**src/flash_limit_consts.svh**
```systemverilog
`ifndef FLASH_LIMIT_CONSTS_SVH
`define FLASH_LIMIT_CONSTS_SVH

`define FTC_SFR_ADDR 8'hb6
`define FTC_RESET 8'h8f
`define FTC_WRITE_MASK 8'hcf
`define FTC_ONESHOT_BIT 7
`define FTC_CONT_READ_BIT 6
`define FTC_CODE_MSB 3
`define FTC_CODE_LSB 0
`define PRESCALE_DISABLED 4'hf
`define PRESCALE_MAX_RATE 4'ha
`define BLOCKED_READ_DATA 8'h00
`define BOUNDARY_LOW_BYTE 8'h00
`define RESET_VECTOR 16'h0000
`define DIV_COUNT_ONE 11'h001
`define DIV_COUNT_ZERO 11'h000

`endif

```
**src/flash_limit_pkg.sv**
```systemverilog
`include "flash_limit_consts.svh"

package flash_limit_pkg;
    typedef logic [7:0] sfr_byte_t;
    typedef logic [15:0] code_addr_t;
    typedef logic [3:0] prescale_code_t;
    typedef logic [10:0] div_count_t;

    // Boundary is limit byte over a zero low byte
    function automatic code_addr_t boundary_of(input sfr_byte_t lim);
        return {lim, `BOUNDARY_LOW_BYTE};
    endfunction

    // Upper partition is everything at or above the boundary
    function automatic logic in_upper(input code_addr_t a,
                                      input sfr_byte_t lim);
        return a >= boundary_of(lim);
    endfunction
endpackage

```
**src/read_limit_check.sv**
```systemverilog
`timescale 1ns/100ps

module read_limit_check (
    input wire flash_limit_pkg::sfr_byte_t limit_byte,
    input wire flash_limit_pkg::code_addr_t exec_pc,
    input wire flash_limit_pkg::code_addr_t read_addr,
    output flash_limit_pkg::code_addr_t boundary,
    output logic exec_upper,
    output logic read_blocked
);
    import flash_limit_pkg::*;

    always_comb begin
        boundary = boundary_of(limit_byte);
        exec_upper = in_upper(exec_pc, limit_byte);
        // Only upper code reading lower content is refused
        read_blocked = exec_upper
            && !in_upper(read_addr, limit_byte);
    end
endmodule // read_limit_check

```
**src/flash_read_limit_and_timing.sv**
```systemverilog
`timescale 1ns/100ps
`include "flash_limit_consts.svh"

module flash_read_limit_and_timing (
    input wire logic clock,
    input wire logic sys_rst,
    input wire flash_limit_pkg::sfr_byte_t sfr_addr,
    input wire logic sfr_wr,
    input wire logic sfr_rd,
    input wire flash_limit_pkg::sfr_byte_t sfr_wdata,
    output flash_limit_pkg::sfr_byte_t sfr_rdata,
    input wire flash_limit_pkg::sfr_byte_t limit_byte,
    input wire flash_limit_pkg::code_addr_t exec_pc,
    input wire logic code_read_op,
    input wire flash_limit_pkg::code_addr_t code_read_addr,
    input wire flash_limit_pkg::sfr_byte_t flash_read_data,
    output logic code_read_valid,
    output flash_limit_pkg::sfr_byte_t code_read_data,
    input wire logic fetch_req,
    input wire flash_limit_pkg::sfr_byte_t flash_fetch_data,
    output logic fetch_valid,
    output flash_limit_pkg::sfr_byte_t fetch_data,
    output flash_limit_pkg::code_addr_t reset_vector,
    output logic boot_fetch,
    output logic oneshot_read_timer_enable,
    output logic continuous_read_enable,
    output flash_limit_pkg::prescale_code_t write_erase_prescale_code,
    output logic prescale_reserved,
    input wire logic write_erase_req,
    output logic write_erase_grant,
    output logic write_erase_tick
);
    import flash_limit_pkg::*;

    sfr_byte_t ctrl_reg, ctrl_next;
    sfr_byte_t rdata_reg, rdata_next;
    logic rd_valid_reg, rd_valid_next;
    sfr_byte_t rd_data_reg, rd_data_next;
    logic f_valid_reg, f_valid_next;
    sfr_byte_t f_data_reg, f_data_next;
    logic boot_reg, boot_next;
    logic grant_reg, grant_next;
    logic tick_reg, tick_next;
    div_count_t div_reg, div_next;
    div_count_t div_period;
    code_addr_t boundary;
    logic exec_upper;
    logic read_blocked;
    logic we_allowed;

    read_limit_check limit_chk (
        .limit_byte(limit_byte),
        .exec_pc(exec_pc),
        .read_addr(code_read_addr),
        .boundary(boundary),
        .exec_upper(exec_upper),
        .read_blocked(read_blocked)
    );

    // Register access and its view
    always_comb begin
        ctrl_next = ctrl_reg;
        if (sfr_wr && sfr_addr == `FTC_SFR_ADDR) begin
            ctrl_next = sfr_wdata & `FTC_WRITE_MASK;
        end
        rdata_next = '0;
        if (sfr_rd && sfr_addr == `FTC_SFR_ADDR) begin
            rdata_next = ctrl_reg & `FTC_WRITE_MASK;
        end
    end

    always_ff @(posedge clock) begin
        if (sys_rst) begin
            ctrl_reg <= `FTC_RESET;
            rdata_reg <= '0;
        end else begin
            ctrl_reg <= ctrl_next;
            rdata_reg <= rdata_next;
        end
    end

    // Code-space reads and instruction fetches
    always_comb begin
        rd_valid_next = code_read_op;
        rd_data_next = rd_data_reg;
        if (code_read_op) begin
            if (read_blocked) begin
                rd_data_next = `BLOCKED_READ_DATA;
            end else begin
                rd_data_next = flash_read_data;
            end
        end
        // Fetches never pass the limit check
        f_valid_next = fetch_req;
        f_data_next = fetch_req ? flash_fetch_data : f_data_reg;
        boot_next = 1'b0;
    end

    always_ff @(posedge clock) begin
        if (sys_rst) begin
            rd_valid_reg <= 1'b0;
            rd_data_reg <= '0;
            f_valid_reg <= 1'b0;
            f_data_reg <= '0;
            boot_reg <= 1'b1;
        end else begin
            rd_valid_reg <= rd_valid_next;
            rd_data_reg <= rd_data_next;
            f_valid_reg <= f_valid_next;
            f_data_reg <= f_data_next;
            boot_reg <= boot_next;
        end
    end

    // Write/erase timing from the prescale code
    always_comb begin
        we_allowed = ctrl_reg[`FTC_CODE_MSB:`FTC_CODE_LSB]
            != `PRESCALE_DISABLED;
        div_period = `DIV_COUNT_ONE
            << ctrl_reg[`FTC_CODE_MSB:`FTC_CODE_LSB];
        grant_next = write_erase_req && we_allowed;
        div_next = `DIV_COUNT_ZERO;
        tick_next = 1'b0;
        if (we_allowed && !prescale_reserved) begin
            if (div_reg >= div_period - `DIV_COUNT_ONE) begin
                tick_next = 1'b1;
            end else begin
                div_next = div_reg + `DIV_COUNT_ONE;
            end
        end
    end

    always_ff @(posedge clock) begin
        if (sys_rst) begin
            grant_reg <= 1'b0;
            tick_reg <= 1'b0;
            div_reg <= '0;
        end else begin
            grant_reg <= grant_next;
            tick_reg <= tick_next;
            div_reg <= div_next;
        end
    end

    assign sfr_rdata = rdata_reg;
    assign code_read_valid = rd_valid_reg;
    assign code_read_data = rd_data_reg;
    assign fetch_valid = f_valid_reg;
    assign fetch_data = f_data_reg;
    assign reset_vector = `RESET_VECTOR;
    assign boot_fetch = boot_reg;
    assign oneshot_read_timer_enable = ctrl_reg[`FTC_ONESHOT_BIT];
    assign continuous_read_enable = ctrl_reg[`FTC_CONT_READ_BIT];
    assign write_erase_prescale_code =
        ctrl_reg[`FTC_CODE_MSB:`FTC_CODE_LSB];
    assign prescale_reserved = write_erase_prescale_code > `PRESCALE_MAX_RATE
        && write_erase_prescale_code != `PRESCALE_DISABLED;
    assign write_erase_grant = grant_reg;
    assign write_erase_tick = tick_reg;
endmodule // flash_read_limit_and_timing

```
**config.mk**
```make
export PLATFORM = sky130hd
export DESIGN_NAME = flash_read_limit_and_timing
export DESIGN_NICKNAME = d
export VERILOG_FILES = /design/src/flash_limit_pkg.sv /design/src/read_limit_check.sv /design/src/flash_read_limit_and_timing.sv
export VERILOG_INCLUDE_DIRS = /design/src /design/src/src
export SDC_FILE = /design/constraint.sdc
export NUM_CORES = 1
export LEC_CHECK = 0
export ABC_AREA = 1
export BUFFER_PORTS_ARGS = -buffer_cell sky130_fd_sc_hd__buf_2
export CORE_MARGIN = 4
export CORE_UTILIZATION = 50
export DETAILED_ROUTE_END_ITERATION = 6
export HOLD_SLACK_MARGIN = 0.12
export PLACE_DENSITY = 0.86
export SLEW_MARGIN = 20
export SYNTH_ARGS = -nofsm -noshare
export SYNTH_HDL_FRONTEND = slang
export SYNTH_SLANG_ARGS = --single-unit
```
**constraint.sdc**
```tcl
create_clock -name clock -period 5.5 [get_ports clock]
set_clock_uncertainty 0.2 [all_clocks]
set_input_delay 0.55 -clock clock [delete_from_list [all_inputs] [get_ports clock]]
set_output_delay 0.55 -clock clock [all_outputs]
set_load 0.01 [all_outputs]
```
==> After elaboration in Yosys (flattened, before gate mapping) <==
Cells that the tools add are included.
{ "totals": {"wordCells": 36, "out_inout_bits": 52, "ff_bits": 46, "input_bits": 79} }
{ "classes": {"n_eq_ne": 2, "muxes": 3, "bitwise_logic": 2, "shift": 1, "addsub": 2, "n_lt_le_gt_ge": 4, "n_reduce_logical": 11} }
{ "ops": {"columns": ["operator", "n"], "rows": [
  ["greater-or-equal comparator 16 bit", 2],
  ["adder 11 x 1 -> 11 bit, second input constant", 1],
  ["greater-or-equal comparator 11 bit", 1],
  ["left shift 1 x 4 -> 11 bit, first input constant", 1],
  ["subtractor 11 x 1 -> 11 bit, second input constant", 1],
  ["equality test 8 bit, second input constant", 1],
  ["2-to-1 mux 8 bit", 1],
  ["logical AND 1 bit", 6],
  ["greater-than comparator 4 bit, second input constant", 1],
  ["!= test 4 bit, second input constant", 1],
  ["OR reduction 2 bit", 2],
  ["OR reduction 3 bit", 1],
  ["logical NOT 1 bit", 2],
  ["2-to-1 mux 1 bit", 2],
  ["inverter 1 bit", 2]
]} }

==> Longest topological paths before layout <==
Gate-level depths: netlist (run 1).
{ "logic_depth": {"ltp_word": 6, "mapped_depth": 16, "mapped_depth_nobuf": 15} }

==> Hierarchy <==
A second synthesis (run 1) with hierarchy kept.
{ "unflattened": {"cells_unflattened": 400, "area_unflattened_um2": 2820.2} }
{ "by_module_without_submodules": {"columns": ["mod", "seq_area_each_um2", "cells_per_inst", "area_each_um2", "instances"], "rows": [
  ["flash_read_limit_and_timing", 880.8, 287, 2167.1, 1],
  ["read_limit_check", 0.0, 113, 653.1, 1]
]} }

==> Worst setup path before layout (run 1) <==
OpenSTA, ideal clock, no wires.
{ "synth_path": {"kind": "register -> register", "start": "register ctrl_reg[3]", "end": "register div_reg[2]", "slack_ps": 2957, "period_less_slack_ps": 2543, "required_time_ps": 5183, "setup_time_ps": 117, "t_arrival_ps": 2226, "stages_incl_launch_ff": 17, "path_buffers": 1, "path_cell_list": "dfxtp_1 > inv_2 > nand4_1 > ha_1 > inv_1 > a21oi_4 > nand2_2 > xnor2_2 > ha_1 > nand2_2 > nor2_1 > nand2_1 > a21oi_2 > nor2_2 > nand3_2 > buf_6 > nor2_2"} }
{ "synth_between": {"elab_chain_len": 6, "word_cells_on_any_way": 10, "classes_between": "add/sub: 1; order compare: 2; eq/ne: 1; shift: 1; bitwise: 1; reduce/logical: 4"} }
{ "synth_rtl": {"columns": ["element", "line", "rtl"], "rows": [
  ["start, declared", "flash_read_limit_and_timing.sv:35", "sfr_byte_t ctrl_reg, ctrl_next;"],
  ["start signal, assigned", "flash_read_limit_and_timing.sv:74", "ctrl_reg <= `FTC_RESET;"],
  ["start signal, assigned", "flash_read_limit_and_timing.sv:77", "ctrl_reg <= ctrl_next;"],
  ["branches (longest 5 deep; another with subtractor 11 x 1 -> 11 bit)", null, null],
  ["OR reduction 3 bit (no line) *", null, null],
  ["end signal, assigned", "flash_read_limit_and_timing.sv:141", "div_reg <= div_next;"],
  ["end, declared", "flash_read_limit_and_timing.sv:44", "div_count_t div_reg, div_next;"]
]} }
Mark *: on every way between the ends.
A chain may end at the register's enable or synchronous reset.

==> Final worst setup path (run 1) <==
{ "layout_path": {"start": "register ctrl_reg[3]", "end": "register div_reg[6]"} }
The elaborated chain is that of the path after synthesis.

==> results.sh, run 1 <==
export IMPL_cts_setup_buffers=0
export IMPL_vias=2561
export IMPL_root_buffer="clkbuf_8"
export IMPL_synth_area_sq_um=2690
export IMPL_cts_hold_buf=0
export IMPL_synth_seq_cells=44
export IMPL_coreArea_sq_um=5170
export IMPL_synth_async_reset_ratio_pct=0
export IMPL_first_global_vias=2425
export IMPL_hold_viol=0
export IMPL_clock_latency_ns=0.29
export IMPL_ys_seq_area_share_pct=32.8
export IMPL_seqPwrFrac_pct=48.6
export IMPL_synthTopCellsByCount="63 x nand2_1, 53 x nor2_1, 44 x dfxtp_1"
export IMPL_start_util_pct=52.0
export IMPL_total_power_mw=0.684
export IMPL_cts_num_sinks=44
export IMPL_antennaDiodeCount=0
export IMPL_fin_crit_ns=2.95
export IMPL_drive_gt1_share_pct=31.8
export IMPL_htreeDepth=2
export IMPL_post_drt_wl_per_cell_um=11.4
export IMPL_cap_violations=0
export IMPL_worst_pin_slew_ns=0.666
export IMPL_synth_most_common_cell="nand2_1"
export IMPL_hold_ws_ns=0.209
export IMPL_period_share_pct=53.6
export IMPL_place_congestion=0.868
export IMPL_final_core_util_pct=64.8
export IMPL_slew_headroom_pct=55.6
export IMPL_crit_type="reg -> reg"
export IMPL_vdd_drop_max_uv=152
export IMPL_clk_path_buf_depth=2
export IMPL_clk_pin_slew_ns=0.09
export IMPL_drc=0
export IMPL_antenna_found_initial=0
export IMPL_die_w_um=81.3
export IMPL_fmax_mhz=339
export IMPL_syn_instance_count=359
export IMPL_final_nets=579
export IMPL_rows=26
export IMPL_synthToLayoutAreaGrowth_pct=24.6
export IMPL_die_area_sq_um=6610
export IMPL_largest_register_ffs=11
export IMPL_ys_flop_type="dfxtp_1"
export IMPL_grt_overflow=0
export IMPL_ant_nets=0
export IMPL_cts_tree="yes"
export IMPL_leakage_nw=1.82
export IMPL_dr_pass1_iters=4
export IMPL_setup_violations=0
export IMPL_dp_final_hpwl_um=5060
export IMPL_wirelength_um=6200
export IMPL_start_kind="register"
export IMPL_synth_top_area_share_pct=32.8
export IMPL_synth_edff_count=0
export IMPL_track_usage_pct=18.4
export IMPL_avgSynthCellArea_sq_um=7.49
export IMPL_p_clk_share_pct=36.6
export IMPL_grt_pass1_wl_um=9760
export IMPL_setup_tns_ns=0
export IMPL_grt_setup_unrepaired="false"
export IMPL_first_iter_violations=79
export IMPL_timing_reg2reg_setup_slack_ns=2.55
export IMPL_outcome="finished, final reports clean"
export IMPL_yosys_warnings=0
export IMPL_portBuffers=110
export IMPL_whs_path_depth=1
export IMPL_switching_share_pct=25.4
export IMPL_crit_path_max_fanout=11
export IMPL_p_int_mw=0.510
export IMPL_critical_path_arrival_ns=2.97
export IMPL_dpl_worst_slack_ns=2.58
export IMPL_required_ns=5.53
export IMPL_power_share_combinational_pct=14.9
export IMPL_grt_max_degree=25
export IMPL_synth_area_leader_cell="dfxtp_1"
export IMPL_reg2reg_depth=15
export IMPL_cts_buffers=5
export IMPL_p_sw_mw=0.174
export IMPL_hold_path_class="in -> reg"
export IMPL_vias_per_cell=4.73
export IMPL_power_density_nw_per_um2=204
export IMPL_ys_types=32
export IMPL_fin_ws_ns=2.55
export IMPL_ys_top_cells_by_area="dfxtp_1 33%, ha_1 13%, nand2_1 8.8%"
export IMPL_ctsResizeCount=0
export IMPL_slew_viol_final=0
export IMPL_ios=131
export IMPL_fp_dieH_um=81.3
export IMPL_cp_end_kind="register"
-- logic make-up (layout without fill, tap and decap cells) --
family	count (synthesis)	in the layout	synth area share, %
and+or+nand+nor	152	152	25.5
buffers and inverters	70	166	12.6
AOI/OAI and AO/OA	49	49	10.7
DFF	44	44	32.8
adders and majority gates	29	29	13.5
xor gates and xnor gates	14	14	4.84
other	1	18	0.139
-- through the flow --
stage                     std cells  area (sq um)
after CTS                       542          3350
after floorplan                 376          2750
after global placement          534          3230
final                           542          3350
after detailed placement        534          3230
after global routing            542          3350
-- critical path, stage by stage (launching register included) --
cell	delay, ns
dfxtp_1	0.47
inv_2	0.15
nand4_1	0.12
ha_1	0.21
inv_1	0.08
a21oi_4	0.14
nand2_2	0.08
xnor2_2	0.13
ha_1	0.30
nand2_2	0.11
nor2_1	0.06
nand3_1	0.09
o211ai_1	0.10
nor2_2	0.14
nand3_2	0.31
nor2_1	0.18
-- power by group through the flow --
stage,logic (mW),clock network (mW),registers (mW)
after global placement,0.0975,0,0.340
after floorplan,0.0582,0,0.344
after CTS,0.102,0.258,0.332
after detailed placement,0.102,0,0.339
final,0.102,0.250,0.332
after global routing,0.116,0.268,0.334
-- worst paths after layout --
check / start / end
setup / recovery: ctrl_reg[3]$_SDFFE_PP1P_ / div_reg[6]$_SDFF_PP0_
hold / removal: sys_rst / boot_fetch$_DFF_P_
setup reg to reg: ctrl_reg[3]$_SDFFE_PP1P_ / div_reg[6]$_SDFF_PP0_
hold reg to reg: ctrl_reg[6]$_SDFFE_PP0P_ / sfr_rdata[6]$_SDFF_PP0_
-- area by class of cell --
class / count / area [sq um]
flip-flops and latches: 44 / 881
inverters: 48 / 180
multi-input cells: 262 / 1530
clock buffers: 5 / 68.8
repair buffers: 110 / 551
clock inverters: 3 / 47.5
fillers: 432 / 1820
well taps: 70 / 87.6
-- cell usage in the layout, fill, tap and decap left out, types with 2 or more instances in the layout --
master	Yosys	layout
buf_2	0	110
nand2_1	63	63
nor2_1	53	53
dfxtp_1	44	44
inv_1	42	42
ha_1	29	29
o21ai_0	19	19
a21oi_1	18	18
conb_1	1	18
nor2_2	13	13
nand3_1	8	8
xor2_1	8	8
o211ai_1	6	6
inv_2	5	5
xnor2_1	5	5
clkbuf_8	0	5
nand4_1	3	3
nand2_2	3	3
nand3_2	3	3
nor3_1	2	2
nor3_2	2	2
clkinv_4	0	2
-- metal layers --
layer  up-vias  global-route usage (%)  part of all wire [%]
li1       1330                       -                     -
met1      1155                    20.9                    40
met2        72                    34.2                    53
met3         4                    4.21                   5.8
met4         0                    4.73                  0.71
met5         -                       0                     0
No activity file was read; power rests on OpenSTA's default activity.
==> run 2, diff against run 1 <==
Settings changed: ABC_AREA 1 to 0, CORE_UTILIZATION 50 to 42, PLACE_DENSITY 0.86 to 0.77.
Clock period 5.5 ns to 2.5 ns, I/O delays scaled along.
==> results.sh, run 2 <==
export IMPL_violations="negative setup slack"
export IMPL_ios=131
export IMPL_synthToLayoutAreaGrowth_pct=39.0
export IMPL_vias_per_cell=4.89
export IMPL_power_share_combinational_pct=16.9
export IMPL_synth_area_sq_um=2630
export IMPL_total_power_mw=1.50
export IMPL_dr_wl_met3_um=439
export IMPL_dr_pass1_iters=4
export IMPL_synth_area_leader_cell="dfxtp_1"
export IMPL_dpl_cell_count=480
export IMPL_power_density_nw_per_um2=409
export IMPL_p_sw_mw=0.383
export IMPL_slew_viol_final=0
export IMPL_postPlaceCellArea_sq_um=3270
export IMPL_multi_input_area_sq_um=1610
export IMPL_whs_path_depth=2
export IMPL_vdd_drop_max_uv=292
export IMPL_grt_overflow=0
export IMPL_dpl_worst_slack_ns=-0.367
export IMPL_stdcell_area_sq_um=3650
export IMPL_fin_ws_ns=-0.415
export IMPL_grt_pass1_wl_um=10900
export IMPL_crit_type="reg -> reg"
export IMPL_hold_path_class="in -> reg"
export IMPL_synth_edff_count=0
export IMPL_die_w_um=87.1
export IMPL_portBuffers=110
export IMPL_final_cell_mix="110 x buf_2, 42 x dfxtp_1, 36 x nor2_1"
export IMPL_largest_register_ffs=11
export IMPL_outcome="complete, but fails checks"
export IMPL_avgSynthCellArea_sq_um=8.85
export IMPL_clock_latency_ns=0.29
export IMPL_synth_seq_cells=44
export IMPL_clk_path_buf_depth=2
export IMPL_cts_tree="yes"
export IMPL_vias=2511
export IMPL_fin_crit_ns=2.92
export IMPL_crit_path_max_fanout=11
export IMPL_required_ns=2.48
export IMPL_synth_async_reset_ratio_pct=0
export IMPL_p_clk_share_pct=34.3
export IMPL_grt_setup_unrepaired="true"
export IMPL_synthTopCellsByCount="44 x dfxtp_1, 37 x nor2_1, 29 x ha_1"
export IMPL_place_congestion=0.783
export IMPL_ys_types=45
export IMPL_drive_gt1_share_pct=32.6
export IMPL_worst_pin_slew_ns=0.528
export IMPL_post_drt_wl_per_cell_um=13.2
export IMPL_coreArea_sq_um=5990
export IMPL_seqCellArea_sq_um=886
export IMPL_slew_headroom_pct=64.7
export IMPL_ys_seq_area_share_pct=33.5
export IMPL_track_usage_pct=17.6
export IMPL_fmax_mhz=343
export IMPL_cts_num_sinks=44
export IMPL_clk_pin_slew_ns=0.09
export IMPL_cts_buffers=5
export IMPL_period_share_pct=117
export IMPL_switching_share_pct=25.6
export IMPL_dr_wl_met2_um=3640
export IMPL_setup_tns_ns=-4.62
export IMPL_cp_end_kind="register"
export IMPL_htreeDepth=2
export IMPL_hold_viol=0
export IMPL_mostFrequentLayoutCell="buf_2"
export IMPL_wirelength_um=6790
export IMPL_grt_max_degree=18
export IMPL_start_kind="register"
export IMPL_cap_violations=0
export IMPL_final_nets=545
export IMPL_p_int_mw=1.11
export IMPL_setup_violations=12
export IMPL_leakage_nw=1.86
export IMPL_dp_final_hpwl_um=5020
export IMPL_root_buffer="clkbuf_8"
export IMPL_first_iter_violations=85
export IMPL_antenna_found_initial=0
export IMPL_highest_layer="met4"
export IMPL_syn_instance_count=297
export IMPL_synth_most_common_cell="dfxtp_1"
export IMPL_route_layer_met1_wl_um=2570
export IMPL_ant_nets=0
export IMPL_start_util_pct=43.9
export IMPL_ys_flop_type="dfxtp_1"
export IMPL_critical_path_arrival_ns=2.90
export IMPL_yosys_warnings=0
export IMPL_reg2reg_depth=12
export IMPL_fp_dieH_um=87.1
export IMPL_die_area_sq_um=7590
export IMPL_drc=0
export IMPL_ys_top_cells_by_area="dfxtp_1 34%, ha_1 14%, mux2i_1 6.9%"
export IMPL_rows=28
export IMPL_seqPwrFrac_pct=48.8
export IMPL_first_global_vias=2484
export IMPL_fin_cells=514
export IMPL_synth_top_area_share_pct=33.5
export IMPL_nFillCells=494
==> run 2: changes by cell type after synthesis, moves of 6 or more <==
cell,previous run,this run
and2_1,0,7
nor2_1,53,37
inv_1,42,18
o21ai_0,19,6
clkbuf_1,3,10
a211oi_1,0,8
nand2_1,63,16
mux2i_1,0,18
a21oi_1,18,12
nor2_2,13,0
==> run 2: critical path, cell delays in order, from the launching register on <==
cell and delay, ns:
dfxtp_2 0.33, or4_4 0.55, ha_4 0.19, nor3_4 0.14, mux2_4 0.18, a22oi_2 0.04, ha_1 0.28, nand2_1 0.06
nor4_2 0.31, a21oi_2 0.11, o211ai_1 0.16, buf_4 0.20, nor2_1 0.06
==> run 2: power by group through the flow <==
stage	Clock (mW)	Combinational (mW)	Sequential, mW
after global placement	0	0.215	0.744
after CTS	0.526	0.251	0.729
final	0.513	0.253	0.730
after floorplan	0	0.131	0.754
after global routing	0.549	0.280	0.732
after detailed placement	0	0.221	0.745
==> run 2: final timing paths <==
check	start	slack [ns]	to
setup / recovery	ctrl_reg[3]$_SDFFE_PP1P_	-0.42	div_reg[1]$_SDFF_PP0_
hold / removal	code_read_op	0.14	code_read_valid$_SDFF_PP0_
setup reg to reg	ctrl_reg[3]$_SDFFE_PP1P_	-0.42	div_reg[1]$_SDFF_PP0_
hold reg to reg	code_read_data[6]$_SDFFE_PP0P_	0.28	code_read_data[6]$_SDFFE_PP0P_
==> run 2: kinds of logic after synthesis <==
logic type / count (synthesis) / synth area share (%)
simple gates: 96 / 18.7
other cells: 1 / 0.143
flops: 44 / 33.5
mux: 19 / 7.28
fa+ha+maj: 29 / 13.8
xor+xnor: 11 / 3.66
compound gates: 49 / 13.1
buf+inv: 48 / 9.76
==> run 2: per-stage QoR <==
stage                     utilization (%)  hold WS, ns
final                                61.0        0.143
after global routing                 61.0        0.148
after CTS                            61.0        0.127
after detailed placement             54.6        0.269
after global placement               54.6        0.261
after floorplan                         -       0.0777
==> run 2: area by class of cell <==
| type | count | share of cell area (%) |
|---|---|---|
| Antenna cell | 1 | 0.0685 |
| Clock buffer | 6 | 2.57 |
| Clock inverter | 2 | 0.445 |
| Inverter | 18 | 1.85 |
| Multi-Input combinational cell | 222 | 44.1 |
| Sequential cell | 44 | 24.2 |
| Tap cell | 75 | 2.57 |
| Timing Repair Buffer | 146 | 24.2 |
==> run 2: timing repair <==
action                                  in CTS  in global routing
endpoints found under the setup margin      12                 12
resized for setup                            7                  0
gates cloned                                 0                  0
hold buffers                                25                  0
hold endpoints to repair                    23                  0
buffers inserted                             0                  0
==> run 2: layer usage <==
layer	vias up	GRT usage (%)
met1	1133	19.7
met4	0	6.14
met2	89	32.5
met5	-	0
met3	12	3.88
li1	1277	-
